--- config.mk ---
export PLATFORM = sky130hd
export DESIGN_NAME = relay_board_io_watchdog
export DESIGN_NICKNAME = d
export VERILOG_FILES = /design/src/common/relay_pkg.sv /design/src/design/i2c_write_slave.sv /design/src/design/relay_board_io_watchdog.sv
export SDC_FILE = /design/constraint.sdc
export NUM_CORES = 1
export LEC_CHECK = 0
export BUFFER_PORTS_ARGS = -buffer_cell sky130_fd_sc_hd__buf_2
export CAP_MARGIN = 20
export CORE_MARGIN = 2
export CORE_UTILIZATION = 59
export DETAILED_ROUTE_END_ITERATION = 8
export GPL_ROUTABILITY_DRIVEN = 0
export PLACE_DENSITY = 0.85
export SKIP_LAST_GASP = 1
export SYNTH_ARGS = -nofsm -noshare
export SYNTH_HDL_FRONTEND = slang
export SYNTH_SLANG_ARGS = --single-unit
--- constraint.sdc ---
create_clock -name pclk -period 4.15 [get_ports pclk]
set_clock_uncertainty 0.2 [all_clocks]
set_input_delay 0.2075 -clock pclk [delete_from_list [all_inputs] [get_ports pclk]]
set_output_delay 0.2075 -clock pclk [all_outputs]
set_load 0.01 [all_outputs]
--- src/common/relay_pkg.sv ---
// Operation
// - Each sample/cal, zero/span, shutoff valve switched individually
// - IR source enable held on normally
// - Host toggles indicator; device drives last written value
// - Sample/cal LED lit when routing cal gas
// - Zero/span LED lit when span selected
// - Shutoff LED lit while valve open
// - Watchdog observes bus activity through indicator
// - Indicator static 30 s forces valves, source, heaters off
// - Shutdown leaves wheel motor at its last commanded value
// - Addressed bus writes decoded into parallel output bits
// - Power-up hold at fixed values until host control
// - Interpret received instructions, actuate switches and relays
// - Wheel heater is a plain on/off output
package relay_pkg;

  // Serial bus identity of this board, value arbitrary
  localparam logic [6:0]  I2C_ADDR       = 7'h20;

  // Register offsets on APB
  localparam logic [7:0]  REG_STATUS     = 8'h00;
  localparam logic [7:0]  REG_IRQ_STAT   = 8'h04;
  localparam logic [7:0]  REG_IRQ_MASK   = 8'h08;
  localparam logic [7:0]  REG_CONFIG     = 8'h0C;

  // Interrupt status bit positions
  localparam int          IRQ_W          = 3;
  localparam int          IRQ_TRIP       = 0;
  localparam int          IRQ_TAKEOVER   = 1;
  localparam int          IRQ_CMD        = 2;

  // Status register field positions
  localparam int          ST_DRIVE_LSB   = 0;
  localparam int          ST_LED_LSB     = 8;
  localparam int          ST_HOST        = 16;
  localparam int          ST_TRIPPED     = 17;

  // Config register field positions and reset value
  localparam int          CFG_WD_EN      = 0;
  localparam logic [31:0] CONFIG_RST     = 32'h0000_0001;

  // Data byte order inside one bus write
  localparam logic [1:0]  IDX_DRIVE      = 2'h0;
  localparam logic [1:0]  IDX_INDICATOR  = 2'h1;
  localparam int          IND_WATCHDOG   = 0;
  localparam int          IND_SPARE      = 1;

  // Watchdog timing
  localparam longint unsigned CLK_HZ         = 250_000_000;
  localparam longint unsigned WDOG_TIMEOUT_S = 30;
  localparam longint unsigned WDOG_CYCLES    = WDOG_TIMEOUT_S * CLK_HZ;
  localparam int              WDOG_W         = 33;
  localparam int              HOST_TOGGLE_S  = 3;

  typedef struct packed {
    logic wheel_motor;
    logic ir_source;
    logic my_heater;
    logic wheel_heater;
    logic shutoff_valve;
    logic zero_span_valve;
    logic sample_cal_valve;
  } drive_t;

  typedef struct packed {
    logic ir_source_led;
    logic shutoff_valve_led;
    logic zero_span_valve_led;
    logic sample_cal_valve_led;
    logic spare_led;
    logic my_heater_led;
    logic wheel_heater_led;
    logic watchdog_indicator_led;
  } led_t;

  // Values held from reset until the host takes control, and the watchdog shutdown value
  localparam drive_t      DRIVE_POWERUP  = 7'h60;
  localparam drive_t      DRIVE_SHUTDOWN = 7'h40;
  localparam logic [7:0]  IND_POWERUP    = 8'h00;

  typedef struct packed {
    logic       valid;
    logic [1:0] idx;
    logic [7:0] data;
  } i2c_wr_t;

  typedef enum logic [2:0] {
    I2C_IDLE  = 3'b000,
    I2C_ADRS  = 3'b001,
    I2C_ACK_A = 3'b010,
    I2C_DATA  = 3'b011,
    I2C_ACK_D = 3'b100
  } i2c_state_t;

endpackage : relay_pkg

--- src/design/i2c_write_slave.sv ---
`timescale 1ns/1ns
module i2c_write_slave #(
  parameter logic [6:0] ADDR = relay_pkg::I2C_ADDR
) (
  // Clock and reset
  input  wire logic              pclk,
  input  wire logic              presetn,
  // Serial pins
  input  wire logic              scl,
  input  wire logic              sda_in,
  output logic                   sda_out,
  output logic                   sda_oe,
  // Received data
  output relay_pkg::i2c_wr_t     wr
);

  logic                  scl_m;
  logic                  scl_s;
  logic                  scl_p;
  logic                  sda_m;
  logic                  sda_s;
  logic                  sda_p;
  logic                  start;
  logic                  stop;
  logic                  rise;
  logic                  fall;
  logic [2:0]            bitcnt;
  logic                  full;
  logic [7:0]            shreg;
  logic [1:0]            idx;
  relay_pkg::i2c_state_t state;

  always_ff @(posedge pclk or negedge presetn) begin
    if (!presetn) begin
      scl_m <= 1'b1;
      scl_s <= 1'b1;
      scl_p <= 1'b1;
      sda_m <= 1'b1;
      sda_s <= 1'b1;
      sda_p <= 1'b1;
    end else begin
      scl_m <= scl;
      scl_s <= scl_m;
      scl_p <= scl_s;
      sda_m <= sda_in;
      sda_s <= sda_m;
      sda_p <= sda_s;
    end
  end

  assign start = scl_s & scl_p & sda_p & ~sda_s;
  assign stop  = scl_s & scl_p & ~sda_p & sda_s;
  assign rise  = scl_s & ~scl_p;
  assign fall  = ~scl_s & scl_p;

  // Only writes to our own address are acknowledged; reads are left unanswered
  always_ff @(posedge pclk or negedge presetn) begin
    if (!presetn) begin
      state  <= relay_pkg::I2C_IDLE;
      bitcnt <= 3'h0;
      full   <= 1'b0;
      shreg  <= 8'h00;
      idx    <= 2'h0;
      sda_oe <= 1'b0;
    end else if (start) begin
      state  <= relay_pkg::I2C_ADRS;
      bitcnt <= 3'h0;
      full   <= 1'b0;
      idx    <= 2'h0;
      sda_oe <= 1'b0;
    end else if (stop) begin
      state  <= relay_pkg::I2C_IDLE;
      sda_oe <= 1'b0;
    end else begin
      unique case (state)
        relay_pkg::I2C_IDLE: begin
          sda_oe <= 1'b0;
        end
        relay_pkg::I2C_ADRS, relay_pkg::I2C_DATA: begin
          if (rise) begin
            shreg  <= {shreg[6:0], sda_s};
            bitcnt <= bitcnt + 3'h1;
            full   <= (bitcnt == 3'h7);
          end else if (fall && full) begin
            full <= 1'b0;
            if (state == relay_pkg::I2C_DATA) begin
              sda_oe <= 1'b1;
              state  <= relay_pkg::I2C_ACK_D;
            end else if (shreg[7:1] == ADDR && !shreg[0]) begin
              sda_oe <= 1'b1;
              state  <= relay_pkg::I2C_ACK_A;
            end else begin
              state <= relay_pkg::I2C_IDLE;
            end
          end
        end
        relay_pkg::I2C_ACK_A, relay_pkg::I2C_ACK_D: begin
          if (fall) begin
            sda_oe <= 1'b0;
            bitcnt <= 3'h0;
            state  <= relay_pkg::I2C_DATA;
            if (state == relay_pkg::I2C_ACK_D && idx != 2'h3) begin
              idx <= idx + 2'h1;
            end
          end
        end
        default: begin
          state  <= relay_pkg::I2C_IDLE;
          sda_oe <= 1'b0;
        end
      endcase
    end
  end

  // One-cycle strobe when a data byte has been received, as its acknowledge starts
  always_ff @(posedge pclk or negedge presetn) begin
    if (!presetn) begin
      wr <= '0;
    end else begin
      wr.valid <= (state == relay_pkg::I2C_DATA) && fall && full && !start && !stop;
      wr.idx   <= idx;
      wr.data  <= shreg;
    end
  end

  always_ff @(posedge pclk or negedge presetn) begin
    if (!presetn) begin
      sda_out <= 1'b0;
    end else begin
      sda_out <= 1'b0;
    end
  end

endmodule : i2c_write_slave

--- src/design/relay_board_io_watchdog.sv ---
// Decided for this implementation: the APB register port and the register addresses.
`timescale 1ns/1ns
module relay_board_io_watchdog #(
  parameter logic [6:0]      I2C_ADDR    = relay_pkg::I2C_ADDR,
  parameter longint unsigned WDOG_CYCLES = relay_pkg::WDOG_CYCLES
) (
  // APB slave
  input  wire logic              pclk,
  input  wire logic              presetn,
  input  wire logic              psel,
  input  wire logic              penable,
  input  wire logic              pwrite,
  input  wire logic [7:0]        paddr,
  input  wire logic [31:0]       pwdata,
  output logic [31:0]            prdata,
  output logic                   pready,
  output logic                   pslverr,
  // Interrupt
  output logic                   irq,
  // Serial bus from the host
  input  wire logic              scl,
  input  wire logic              sda_in,
  output logic                   sda_out,
  output logic                   sda_oe,
  // Switches, relays and indicators
  output relay_pkg::drive_t      drive,
  output relay_pkg::led_t        leds
);

  localparam logic [relay_pkg::WDOG_W-1:0] WDOG_LAST =
    relay_pkg::WDOG_W'(WDOG_CYCLES - 64'd1);

  relay_pkg::i2c_wr_t            wr;
  relay_pkg::drive_t             cmd_drive;
  logic [7:0]                    cmd_ind;
  logic                          host_ctrl;
  logic                          ind_prev;
  logic [relay_pkg::WDOG_W-1:0]  wd_cnt;
  logic                          tripped;
  logic                          wd_armed;
  logic                          ind_toggle;
  logic [31:0]                   config_reg;
  logic [relay_pkg::IRQ_W-1:0]   irq_stat;
  logic [relay_pkg::IRQ_W-1:0]   irq_mask;
  logic [relay_pkg::IRQ_W-1:0]   events;
  logic                          take_now;
  logic                          trip_now;
  relay_pkg::drive_t             next_drive;
  relay_pkg::led_t               next_leds;
  logic                          apb_access;
  logic                          apb_write;
  logic                          addr_ok;
  logic [31:0]                   rd_mux;
  logic [31:0]                   status_word;

  i2c_write_slave #(
    .ADDR    (I2C_ADDR)
  ) u_link (
    .pclk    (pclk),
    .presetn (presetn),
    .scl     (scl),
    .sda_in  (sda_in),
    .sda_out (sda_out),
    .sda_oe  (sda_oe),
    .wr      (wr)
  );

  // Command latches: drive byte and indicator byte
  always_ff @(posedge pclk or negedge presetn) begin
    if (!presetn) begin
      cmd_drive <= relay_pkg::DRIVE_POWERUP;
    end else if (wr.valid && wr.idx == relay_pkg::IDX_DRIVE) begin
      cmd_drive <= relay_pkg::drive_t'(wr.data[6:0]);
    end
  end

  always_ff @(posedge pclk or negedge presetn) begin
    if (!presetn) begin
      cmd_ind <= relay_pkg::IND_POWERUP;
    end else if (wr.valid && wr.idx == relay_pkg::IDX_INDICATOR) begin
      cmd_ind <= wr.data;
    end
  end

  // First accepted byte hands control to the host
  assign take_now = wr.valid && !host_ctrl;

  always_ff @(posedge pclk or negedge presetn) begin
    if (!presetn) begin
      host_ctrl <= 1'b0;
    end else if (wr.valid) begin
      host_ctrl <= 1'b1;
    end
  end

  // Watchdog on indicator toggles
  assign wd_armed   = host_ctrl && config_reg[relay_pkg::CFG_WD_EN];
  assign ind_toggle = cmd_ind[relay_pkg::IND_WATCHDOG] != ind_prev;
  assign trip_now   = wd_armed && !tripped && !ind_toggle && wd_cnt == WDOG_LAST;

  always_ff @(posedge pclk or negedge presetn) begin
    if (!presetn) begin
      ind_prev <= 1'b0;
    end else begin
      ind_prev <= cmd_ind[relay_pkg::IND_WATCHDOG];
    end
  end

  always_ff @(posedge pclk or negedge presetn) begin
    if (!presetn) begin
      wd_cnt <= '0;
    end else if (!wd_armed || ind_toggle) begin
      wd_cnt <= '0;
    end else if (wd_cnt != WDOG_LAST) begin
      wd_cnt <= wd_cnt + 1'b1;
    end
  end

  // Shutdown holds until the indicator moves again or the watchdog is disabled
  always_ff @(posedge pclk or negedge presetn) begin
    if (!presetn) begin
      tripped <= 1'b0;
    end else if (!wd_armed || ind_toggle) begin
      tripped <= 1'b0;
    end else if (trip_now) begin
      tripped <= 1'b1;
    end
  end

  // Output selection
  always_comb begin
    if (!host_ctrl) begin
      next_drive = relay_pkg::DRIVE_POWERUP;
    end else if (tripped) begin
      next_drive             = relay_pkg::DRIVE_SHUTDOWN;
      next_drive.wheel_motor = cmd_drive.wheel_motor;
    end else begin
      next_drive = cmd_drive;
    end
  end

  always_comb begin
    next_leds.watchdog_indicator_led = cmd_ind[relay_pkg::IND_WATCHDOG];
    next_leds.spare_led              = cmd_ind[relay_pkg::IND_SPARE];
    next_leds.wheel_heater_led       = next_drive.wheel_heater;
    next_leds.my_heater_led       = next_drive.my_heater;
    next_leds.sample_cal_valve_led   = next_drive.sample_cal_valve;
    next_leds.zero_span_valve_led    = next_drive.zero_span_valve;
    next_leds.shutoff_valve_led      = next_drive.shutoff_valve;
    next_leds.ir_source_led          = next_drive.ir_source;
  end

  always_ff @(posedge pclk or negedge presetn) begin
    if (!presetn) begin
      drive <= relay_pkg::DRIVE_POWERUP;
    end else begin
      drive <= next_drive;
    end
  end

  always_ff @(posedge pclk or negedge presetn) begin
    if (!presetn) begin
      leds <= '0;
      leds.ir_source_led <= relay_pkg::DRIVE_POWERUP.ir_source;
    end else begin
      leds <= next_leds;
    end
  end

  // APB decode
  assign apb_access = psel && penable && !pready;
  assign apb_write  = psel && penable && pready && pwrite && addr_ok;

  always_comb begin
    addr_ok = 1'b1;
    rd_mux  = 32'h0000_0000;
    unique case (paddr)
      relay_pkg::REG_STATUS:   rd_mux = status_word;
      relay_pkg::REG_IRQ_STAT: rd_mux = {{(32-relay_pkg::IRQ_W){1'b0}}, irq_stat};
      relay_pkg::REG_IRQ_MASK: rd_mux = {{(32-relay_pkg::IRQ_W){1'b0}}, irq_mask};
      relay_pkg::REG_CONFIG:   rd_mux = config_reg;
      default:                 addr_ok = 1'b0;
    endcase
  end

  always_comb begin
    status_word = 32'h0000_0000;
    status_word[relay_pkg::ST_DRIVE_LSB +: 7] = drive;
    status_word[relay_pkg::ST_LED_LSB +: 8]   = leds;
    status_word[relay_pkg::ST_HOST]           = host_ctrl;
    status_word[relay_pkg::ST_TRIPPED]        = tripped;
  end

  // One wait state: answer on the second access cycle
  always_ff @(posedge pclk or negedge presetn) begin
    if (!presetn) begin
      pready  <= 1'b0;
      pslverr <= 1'b0;
      prdata  <= 32'h0000_0000;
    end else begin
      pready  <= apb_access;
      pslverr <= apb_access && !addr_ok;
      if (apb_access && !pwrite) begin
        prdata <= rd_mux;
      end
    end
  end

  always_ff @(posedge pclk or negedge presetn) begin
    if (!presetn) begin
      config_reg <= relay_pkg::CONFIG_RST;
    end else if (apb_write && paddr == relay_pkg::REG_CONFIG) begin
      config_reg <= {31'h0000_0000, pwdata[relay_pkg::CFG_WD_EN]};
    end
  end

  always_ff @(posedge pclk or negedge presetn) begin
    if (!presetn) begin
      irq_mask <= '0;
    end else if (apb_write && paddr == relay_pkg::REG_IRQ_MASK) begin
      irq_mask <= pwdata[relay_pkg::IRQ_W-1:0];
    end
  end

  // Sticky events, set wins over a write-one clear
  always_comb begin
    events                         = '0;
    events[relay_pkg::IRQ_TRIP]    = trip_now;
    events[relay_pkg::IRQ_TAKEOVER] = take_now;
    events[relay_pkg::IRQ_CMD]     = wr.valid;
  end

  always_ff @(posedge pclk or negedge presetn) begin
    if (!presetn) begin
      irq_stat <= '0;
    end else if (apb_write && paddr == relay_pkg::REG_IRQ_STAT) begin
      irq_stat <= (irq_stat & ~pwdata[relay_pkg::IRQ_W-1:0]) | events;
    end else begin
      irq_stat <= irq_stat | events;
    end
  end

  always_ff @(posedge pclk or negedge presetn) begin
    if (!presetn) begin
      irq <= 1'b0;
    end else begin
      irq <= |(irq_stat & irq_mask);
    end
  end

endmodule : relay_board_io_watchdog

==> impl_results.md, run 1 <==
- Post-synth cell types: 52
- Slew Limit Fails: 0
- First-pass GRT wire length: 14600 um
- Initial DRC count: 165
- Synth area leaders: dfrtp_1, dfstp_2, mux2_2
- Worst Hold Depth: 3
- Die Y: 95.8 um
- CP peak stage delay: 0.55 ns
- Largest registers: wd_cnt: 33 flops, prdata: 14 flops, u_link.wr: 10 flops
- Largest family of logic cells by synthesized area: simple AND/OR/NAND/NOR gates
- Clock sink count: 111
- CTS Buf Count: 9
- Hold buffers post-CTS: 10
- Setup bufs post-CTS: 0
- Initial antenna violation count: 0
- Largest area contributor in the netlist: dfrtp_1
- Maximum clock rate: 0.401 GHz
- Top FF cell, synth: dfrtp_1
- Post-synthesis mux area share: 0.0581
- Post-route DRC: 0
- Vias in the first global route: 3304
- Cells after Synth: 447
- Placed Area: 0.00520 sq mm
- RSZ-0062 raised after global routing: no
- Critical-path top delay cell: nor4_2
- List of most frequent post-synthesis cells: dfrtp_1, nor2_1, nand2_1
- Post-cts sizing count: 0
- Vias per cell: 5.65
- Cell Pwr Density: 364 mW/mm^2
- Post-detail-place hpwl: 5980 um
- IO Pins: 99
- EDFF count, synth: 0
- Max FO, Critical Path: 5
- Status: finished clean
- Maximum vdd drop: 0.221 mV
- Design area: 0.00552 sq mm
- Via count: 3452
- H-tree levels: 3
- Post-Place Setup Slack: 1.26 ns
- CP required: 4.24 ns
- Max_slew headroom: 0.377
- Post-route ant nets: 0
- WS Path Type: reg -> reg
- Num rows: 33
- Synth Area in XOR/XNOR: 0.0334
- CTS tree: done
- Die ar.: 0.00918 sq mm
- Mapped Avg Cell Area: 11.1 sq um
- Register area share after synthesis: 0.561
- Post-Synth Simple-Gate Area: 0.183
- Final Net Count: 552
- Worst min path class: in -> reg
- Worst Path Buf+Inv: 0
- Port Buffers: 53
- Detailed Routing Iterations Pass 1: 5
- Clock network latency to the later pin of the worst-skew pair: 0.37 ns
- Largest net degree at the start of global routing: 72
- Ys Warns: 0
- Root buffer selected by CTS: clkbuf_8
- Worst Path Arrival: 2.59 ns
- Max reg flops: 33
- Final Worst Setup Slack: 1.65 ns
- GRT overflow: 0
- Final Setup Violations: 0
- Number of synthesized register bits: 111
- Setup crit end kind: flip-flop
- GRT Overall Usage: 0.203
- CP top delay family: simple AND/OR/NAND/NOR gates
- Biggest register: wd_cnt
- Worst Reg-to-Reg Cells: 6
- Period utilisation layout: 0.601
- Adder-cell area share of the yosys netlist: 0.0101
- Crit start category: flip-flop
- Leak: 2.56 nW
- P&R area growth vs syn: 11.0%
- Final Util: 0.676
- CTS Buffer Depth: 2
- Worst-Margin Slew: 0.928 ns
- Tmin final: 2.50 ns
- CTS clk-pin slew, worst paths: 0.10 ns
- Yosys top cell area share: 0.503
- Complex-gate fraction of the synthesized area: 0.0888
- Initial Utilization: 0.609
- Layout cells sized above 1: 0.233
- Cell Chain, Critical Path: ha_1 -> nand4_2 -> nor4_2 -> nand3_1 -> or4_1 -> a21oi_1
- Cell with the most instances after synthesis: dfrtp_1
- Max cap viols: 0
- N_diodes: 0
- Final wirelength: 8790 um
- Die span in x: 95.8 um
- Hold Fails Final Rpt: 0
- Core area: 0.00818 sq mm
- Cell Area, Synth: 0.00498 sq mm
- Setup_tns: 0 ns
- Ys async rst share: 1.00
- Wire per inst: 14.4 um
- CP Depth: 6
## where the power goes
group	switching [mW]	internal [mW]
sequential	0.0490	1.16
clock	0.375	0.293
combinational	0.0692	0.0652
## worst paths after layout
| check | start | slack [ns] | endpoint |
|---|---|---|---|
| hold reg to reg | u_link.sda_m$_DFF_PN1_ | 0.16 | u_link.sda_s$_DFF_PN1_ |
| hold / removal | paddr[0] | 0.04 | pslverr$_DFF_PN0_ |
| setup / recovery | wd_cnt[0]$_DFFE_PN0P_ | 1.65 | wd_cnt[32]$_DFFE_PN0P_ |
| max in group asynchronous | presetn | 2.42 | u_link.scl_p$_DFF_PN1_ |
| min in group asynchronous | presetn | 0.28 | prdata[14]$_DFFE_PN0P_ |
| setup reg to reg | wd_cnt[0]$_DFFE_PN0P_ | 1.65 | wd_cnt[32]$_DFFE_PN0P_ |
## worst reg2reg max path, cell delays in order (launching register included)
cell     delay, ns
dfrtp_1       0.42
ha_1          0.22
nand4_2       0.16
nor4_2        0.55
nand3_1       0.27
or4_1         0.45
a21oi_1       0.15
## cells in the final DEF (no fill, tap or decap), drive strengths merged, types with 2 or more instances in the layout
cell	Yosys	routed
a22o	14	14
and3	5	5
dfrtp	100	100
or2	4	4
a21oi	18	18
nand3	18	18
and4	2	2
nor3	6	6
clkbuf	12	9
xnor2	4	4
nand4b	2	2
nor2	32	32
nand2	31	31
or4	4	4
and2	7	7
nor4	8	8
ha	4	4
inv	12	14
conb	1	16
o211ai	4	4
dfstp	11	11
clkinv	0	3
mux2i	3	3
a211oi	2	2
dlygate4sd3	0	10
o31ai	2	2
xor2	15	15
o21ai	21	21
nand4	11	11
buf	30	60
nand2b	7	7
or3	16	16
nand3b	3	3
o21a	2	2
nor4b	2	2
mux2	21	21
nor2b	4	4
## per-layer routing
metal,up-vias,track usage,routed length [um]
met2,89,0.342,4380
met4,0,0.0726,96
met3,8,0.0384,387
met1,1704,0.263,3930
li1,1651,-,-
met5,-,0,0
## layout make-up
type,instances,area [sq um]
Tap cell,105,131
Timing Repair Buffer,70,424
Multi-Input combinational cell,297,1920
Inverter,12,45.0
Clock inverter,7,90.1
Clock buffer,9,124
Fill cell,592,2650
Sequential cell,111,2790
## stage by stage
step	cells	total power, mW	hold slack [ns]
final	611	2.01	0.0432
after global routing	611	2.10	0.0691
after CTS	610	2.03	0.0341
after detailed placement	584	1.36	0.114
after global placement	584	1.34	0.113
after floorplan	462	1.31	-0.288
## logic make-up (layout without fill, tap and decap cells)
logic type,after synthesis,after routing
mux,25,25
flops,111,111
fa+ha+maj,4,4
xor+xnor,19,19
other cells,1,16
buf+inv,54,98
simple gates,165,165
compound gates,68,68
No activity file was read; power rests on OpenSTA's default activity.
==> inputs of run 2 (changes only) <==
--- a/config.mk
+++ b/config.mk
@@ -5,13 +5,14 @@
 export SDC_FILE = /design/constraint.sdc
 export NUM_CORES = 1
 export LEC_CHECK = 0
+export ABC_AREA = 1
 export BUFFER_PORTS_ARGS = -buffer_cell sky130_fd_sc_hd__buf_2
 export CAP_MARGIN = 20
 export CORE_MARGIN = 2
-export CORE_UTILIZATION = 59
+export CORE_UTILIZATION = 51
 export DETAILED_ROUTE_END_ITERATION = 8
 export GPL_ROUTABILITY_DRIVEN = 0
-export PLACE_DENSITY = 0.85
+export PLACE_DENSITY = 0.77
 export SKIP_LAST_GASP = 1
 export SYNTH_ARGS = -nofsm -noshare
 export SYNTH_HDL_FRONTEND = slang
==> constraint.sdc (replaced) <==
create_clock -name pclk -period 2.2 [get_ports pclk]
set_clock_uncertainty 0.2 [all_clocks]
set_input_delay 0.11 -clock pclk [delete_from_list [all_inputs] [get_ports pclk]]
set_output_delay 0.11 -clock pclk [all_outputs]
set_load 0.01 [all_outputs]
==> impl_results.md, run 2 <==
- Status: finished clean
- Top FF cell, synth: dfrtp_1
- Hold slack final: 0.0730 ns (+0.0298 ns)
- Maximum vdd drop: 0.368 mV (+66%)
- Post-synth cell types: 34 (-35%)
- Max FO, Critical Path: 9 (+4)
- Tmin final: 2.07 ns
- CTS Buffer Depth: 2 (unchanged)
- CTS tree: done
- WS Path Type: in -> reg
- Initial DRC count: 292 (+77%)
- Final Net Count: 805 (+46%)
- Vias per cell: 4.94 (-13%)
- Detailed Routing Iterations Pass 1: 6 (+1)
- Largest net degree at the start of global routing: 41 (-43%)
- Die ar.: 0.0116 sq mm (+26%)
- FILL cells: 892 (+51%)
- CTS Buf Count: 9 (unchanged)
- Worst Path Arrival: 2.19 ns (-0.40 ns)
- Largest registers: wd_cnt: 33 flops, prdata: 14 flops, u_link.wr: 10 flops
- EDFF count, synth: 0 (unchanged)
- Adder-cell area share of the yosys netlist: 0.00912 (-0.000938)
- Die Y: 108 um (+12%)
- P&R area growth vs syn: 13.1%
- Hold Fails Final Rpt: 0 (unchanged)
- Multi-input logic area: 0.00228 sq mm (+19%)
- Most frequent cells in the layout: nand2_1, nor2_1, dfrtp_1, inv_1, buf_2
- Synth area leaders: dfrtp_1, nand2_1, nor2_1
- Die span in x: 108 um (+12%)
- List of most frequent post-synthesis cells: nand2_1, nor2_1, dfrtp_1
- GRT Overall Usage: 0.207 (+0.00390)
- Complex-gate fraction of the synthesized area: 0.0426 (-0.0461)
- Leak: 2.99 nW (+17%)
- Post-synthesis mux area share: 0.00410 (-0.0540)
- Biggest register: wd_cnt
- Setup_tns: 0 ns (unchanged)
- Post-Synth Simple-Gate Area: 0.318 (+0.135)
- Initial antenna violation count: 0 (unchanged)
- Cell with the most instances after synthesis: nand2_1
- Clock sink count: 111 (unchanged)
- Cell Pwr Density: 563 mW/mm^2 (+55%)
- Crit start category: input port
- Post-route ant nets: 0 (unchanged)
- Initial Utilization: 0.529 (-0.0795)
- Post-detail-place hpwl: 8250 um (+38%)
- Largest family of logic cells by synthesized area: simple AND/OR/NAND/NOR gates
- Final Setup Violations: 0 (unchanged)
- N_diodes: 0 (unchanged)
- CP required: 2.32 ns (-1.92 ns)
- Core area: 0.0104 sq mm (+27%)
- Cells after Synth: 682 (+53%)
- Max reg flops: 33 (unchanged)
- Root buffer selected by CTS: clkbuf_8
- Maximum clock rate: 0.483 GHz
- Num rows: 37 (+12%)
- Cell Area, Synth: 0.00549 sq mm (+10%)
- Register Area: 0.00279 sq mm (unchanged)
- Most common cell after layout, fill and taps aside: nand2_1
- Register area share after synthesis: 0.509 (-0.0523)
- Port Buffers: 53 (unchanged)
- Largest area contributor in the netlist: dfrtp_1
- Ys async rst share: 1.00 (unchanged)
- Slew Limit Fails: 0 (unchanged)
- Vias in the first global route: 4348 (+32%)
- Max cap viols: 0 (unchanged)
- Clock network latency to the later pin of the worst-skew pair: 0.36 ns (about the same)
- Ys Warns: 0 (unchanged)
- Setup bufs post-CTS: 0 (unchanged)
- Period utilisation layout: 0.940
- First-pass GRT wire length: 19200 um (+32%)
- CTS clk-pin slew, worst paths: 0.11 ns (about the same)
- Max_slew headroom: 0.382 (+0.00527)
- H-tree levels: 3 (unchanged)
- RSZ-0062 raised after global routing: no
- GRT overflow: 0 (unchanged)
- Number of synthesized register bits: 111 (unchanged)
- Worst-Margin Slew: 0.924 ns (-0.00381 ns)
- Mapped Avg Cell Area: 8.05 sq um (-28%)
- IO Pins: 99 (unchanged)
- Layout cells sized above 1: 0.167 (-0.0659)
- Final wirelength: 11400 um (+30%)
- Wire per inst: 12.8 um (-11%)
- Post-route DRC: 0 (unchanged)
- Setup crit end kind: flip-flop
- Via count: 4417 (+28%)
- Worst min path class: in -> reg
- Synth Area in XOR/XNOR: 0.0303 (-0.00312)
- Yosys top cell area share: 0.456 (-0.0469)
run 2: cell count changes in the layout (fill, tap and decap cells not counted), moves of 15 or more:
cell and delta:
nand2_1 +167, nor2_1 +77, inv_1 +48, nand3_1 +31, mux2_2 -19, or3_1 -16
nor2_2 +15
run 2: stage by stage:
stage | power, mW | worst slack [ns] | cells | area, sq um | util
final | 3.49 | 0.131 | 895 | 6200 | 0.598
after global placement | 2.32 | 0.383 | 858 | 5800 | 0.559
after floorplan | 2.25 | 0.553 | 697 | 5540 | -
after global routing | 3.65 | 0.0255 | 895 | 6200 | 0.598
after CTS | 3.54 | 0.0704 | 895 | 6200 | 0.598
after detailed placement | 2.32 | 0.338 | 858 | 5800 | 0.559
run 2: cell families after synthesis:
kind of cell	count (synthesis)
and+or+nand+nor	404
DFF	111
buffers and inverters	98
AOI/OAI and AO/OA	43
xor gates and xnor gates	19
adders and majority gates	4
muxes	2
other	1
run 2: path summary, 6_finish.rpt:
kind,cells after the start,slack (ns),startpoint,to
setup / recovery,10,0.13,paddr[1],prdata[0]$_DFFE_PN0P_
hold reg to reg,0,0.16,u_link.sda_m$_DFF_PN1_,u_link.sda_s$_DFF_PN1_
setup reg to reg,4,0.26,pready$_DFF_PN0_,prdata[0]$_DFFE_PN0P_
max in group asynchronous,3,0.38,presetn,wd_cnt[30]$_DFFE_PN0P_
hold / removal,8,0.07,paddr[5],config_reg[0]$_DFFE_PN1P_
min in group asynchronous,2,0.08,presetn,u_link.scl_p$_DFF_PN1_
run 2: final cells by class:
class,instances,share of cell area
clock inverter,6,0.0101
sequential,111,0.450
tap,136,0.0274
inverter,66,0.0399
timing repair buffer,78,0.0839
multi-input combinational,488,0.368
clock buffer,10,0.0206
run 2: layer usage:
layer | wire length, um | vias to the layer above | track usage
met5 | 0 | - | 0
met4 | 197 | 0 | 0.0861
met3 | 601 | 23 | 0.0460
met2 | 5660 | 136 | 0.349
met1 | 4960 | 2035 | 0.255
li1 | - | 2223 | -
run 2: where the power goes:
group	switching, mW	internal, mW	leakage (nW)	total, mW
Sequential	0.0235	2.08	1.49	2.10
Clock	0.734	0.445	0.0965	1.18
Combinational	0.134	0.0754	1.40	0.209
run 2: timing repair:
item | CTS | global route
gates resized for setup | 0 | 1
hold buffers | 21 | 0
setup endpoints to repair | 0 | 9
hold endpoints to repair | 126 | 0
run 2: worst max-delay path, cell delays in order:
cell	delay (ns)
dlygate4sd3_1	0.53
buf_2	0.13
nor2_1	0.17
dlygate4sd3_1	0.61
nand2_1	0.09
nor2_4	0.22
nand2_1	0.10
nand2_1	0.07
o21ai_0	0.07
nand2_1	0.09
==> inputs of run 3 (changes only) <==
--- a/config.mk
+++ b/config.mk
@@ -5,14 +5,14 @@
 export SDC_FILE = /design/constraint.sdc
 export NUM_CORES = 1
 export LEC_CHECK = 0
-export ABC_AREA = 1
+export ABC_AREA = 0
 export BUFFER_PORTS_ARGS = -buffer_cell sky130_fd_sc_hd__buf_2
 export CAP_MARGIN = 20
 export CORE_MARGIN = 2
-export CORE_UTILIZATION = 51
+export CORE_UTILIZATION = 50
 export DETAILED_ROUTE_END_ITERATION = 8
 export GPL_ROUTABILITY_DRIVEN = 0
-export PLACE_DENSITY = 0.77
+export PLACE_DENSITY = 0.76
 export SKIP_LAST_GASP = 1
 export SYNTH_ARGS = -nofsm -noshare
 export SYNTH_HDL_FRONTEND = slang
==> impl_results.md, run 3 (synthesized netlist as in run 1, its figures left out) <==
- Core area: 0.00973 sq mm (-6.2%)
- RSZ-0062 raised after global routing: yes
- Worst min path class: in -> reg
- Initial antenna violation count: 0 (unchanged)
- CTS clk-pin slew, worst paths: 0.10 ns (about the same)
- Final Setup Violations: 0 (unchanged)
- IO Pins: 99 (unchanged)
- Die span in x: 104 um (-3.7%)
- Routed wl met2: 4920 um (-13%)
- CTS Buffer Depth: 2 (unchanged)
- Detailed Routing Iterations Pass 1: 4 (-2)
- Total power draw: 3.75 mW (+7.3%)
- Routed met3 length: 300 um (-50%)
- Biggest register: wd_cnt
- Vias in the first global route: 3453 (-21%)
- CP required: 2.29 ns (-0.03 ns)
- Post-route ant nets: 0 (unchanged)
- Hold Fails Final Rpt: 0 (unchanged)
- GRT overflow: 0 (unchanged)
- First-pass GRT wire length: 16500 um (-14%)
- Clock sink count: 111 (unchanged)
- Routed length on met1: 4320 um (-13%)
- Most frequent cells in the layout: dfrtp_1, buf_2, nor2_1, nand2_1, buf_4
- Post-detail-place hpwl: 6690 um (-19%)
- Worst-Margin Slew: 0.565 ns (-0.359 ns)
- Post-Layout Cell Count: 664 (-26%)
- Post-Place Cells: 629 (-27%)
- Crit start category: flip-flop
- Slew Limit Fails: 0 (unchanged)
- Wire per inst: 14.6 um (+15%)
- Most common cell after layout, fill and taps aside: dfrtp_1
- Largest registers: wd_cnt: 33 flops, prdata: 14 flops, u_link.wr: 10 flops
- Max FO, Critical Path: 2 (-7)
- Hold slack final: 0.0287 ns (-0.0444 ns)
- Die Y: 104 um (-3.7%)
- Post-route DRC: 0 (unchanged)
- P&R area growth vs syn: 17.1%
- Clock network latency to the later pin of the worst-skew pair: 0.37 ns (about the same)
- Top layer in use: met4
- Tmin final: 2.19 ns (+0.125 ns)
- Maximum clock rate: 0.456 GHz (-5.7%)
- Largest net degree at the start of global routing: 47 (+15%)
- H-tree levels: 3 (unchanged)
- Initial DRC count: 194 (-34%)
- Status: finished clean
- Leak: 2.71 nW (-9.1%)
- Final wirelength: 9700 um (-15%)
- Final Net Count: 577 (-28%)
- CTS tree: done
- Die ar.: 0.0108 sq mm (-7.2%)
- Port Buffers: 53 (unchanged)
- Max reg flops: 33 (unchanged)
- CTS Buf Count: 9 (unchanged)
- Max cap viols: 0 (unchanged)
- Period utilisation layout: 0.997 (+0.0567)
- Vias per cell: 5.30 (+7.3%)
- Maximum vdd drop: 0.361 mV (-2.0%)
- Worst Path Arrival: 2.29 ns (+0.10 ns)
- Initial Utilization: 0.511 (-0.0178)
- Via count: 3517 (-20%)
- GRT Overall Usage: 0.187 (-0.0194)
- WS Path Type: reg -> reg
- Max_slew headroom: 0.623 (+0.242)
- Setup_tns: 0 ns (unchanged)
- Num rows: 36 (-2.7%)
- N_diodes: 0 (unchanged)
- Root buffer selected by CTS: clkbuf_8
- Setup crit end kind: flip-flop
- Layout cells sized above 1: 0.281 (+0.113)
- Cell Pwr Density: 643 mW/mm^2 (+14%)
run 3: cell type report:
type | count | area, sq um
Fill cell | 803 | 3900
Sequential cell | 111 | 2790
Multi-Input combinational cell | 297 | 1980
Tap cell | 133 | 166
Inverter | 12 | 45.0
Timing Repair Buffer | 95 | 644
Clock buffer | 11 | 151
Clock inverter | 5 | 47.5
run 3: repair_timing:
item                                    in CTS  in global routing
setup buffers                                0                  6
gates resized for setup                      0                 10
endpoints found under the setup margin       0                 13
hold buffers                                13                  0
hold endpoints to repair                    98                  0
run 3: critical path: stages, from the launching register on:
cell and delay (ns):
dfrtp_1 0.41, ha_4 0.17, nand4_4 0.07, or2_4 0.26, or4b_4 0.53, or3_1 0.35
a21oi_1 0.14
run 3: routing by layer:
metal  track usage  up-vias
li1              -     1692
met1         0.248     1738
met2         0.310       73
met3        0.0327       14
met4        0.0714        0
met5             0        -
run 3: worst paths after layout:
| check | start | to | slack, ns | cells after the start |
|---|---|---|---|---|
| worst min register to register | u_link.sda_m$_DFF_PN1_ | u_link.sda_s$_DFF_PN1_ | 0.16 | 0 |
| worst min-delay path | paddr[5] | irq_stat[2]$_DFF_PN0_ | 0.03 | 6 |
| worst max register to register | wd_cnt[0]$_DFFE_PN0P_ | wd_cnt[16]$_DFFE_PN0P_ | 0.006 | 6 |
| max in group asynchronous | presetn | leds[7]$_DFF_PN1_ | 1.02 | 3 |
| worst max-delay path | wd_cnt[0]$_DFFE_PN0P_ | wd_cnt[16]$_DFFE_PN0P_ | 0.006 | 6 |
| min in group asynchronous | presetn | u_link.bitcnt[0]$_DFFE_PN0P_ | 0.07 | 2 |
run 3: where the power goes:
group / switching, mW / internal, mW
logic: 0.132 / 0.131
clock network: 0.712 / 0.497
registers: 0.0955 / 2.18
total: 0.940 / 2.81
run 3: metrics by stage:
| stage | utilization | worst slack (ns) | area [sq um] |
|---|---|---|---|
| 2_1_floorplan | - | -0.0516 | 5050 |
| 3_3_place_gp | 0.556 | 0.0668 | 5410 |
| 3_5_place_dp | 0.556 | 0.0133 | 5410 |
| 4_1_cts | 0.590 | 0.00106 | 5740 |
| 5_1_grt | 0.599 | -0.0335 | 5830 |
| 6_report | 0.599 | 0.00645 | 5830 |
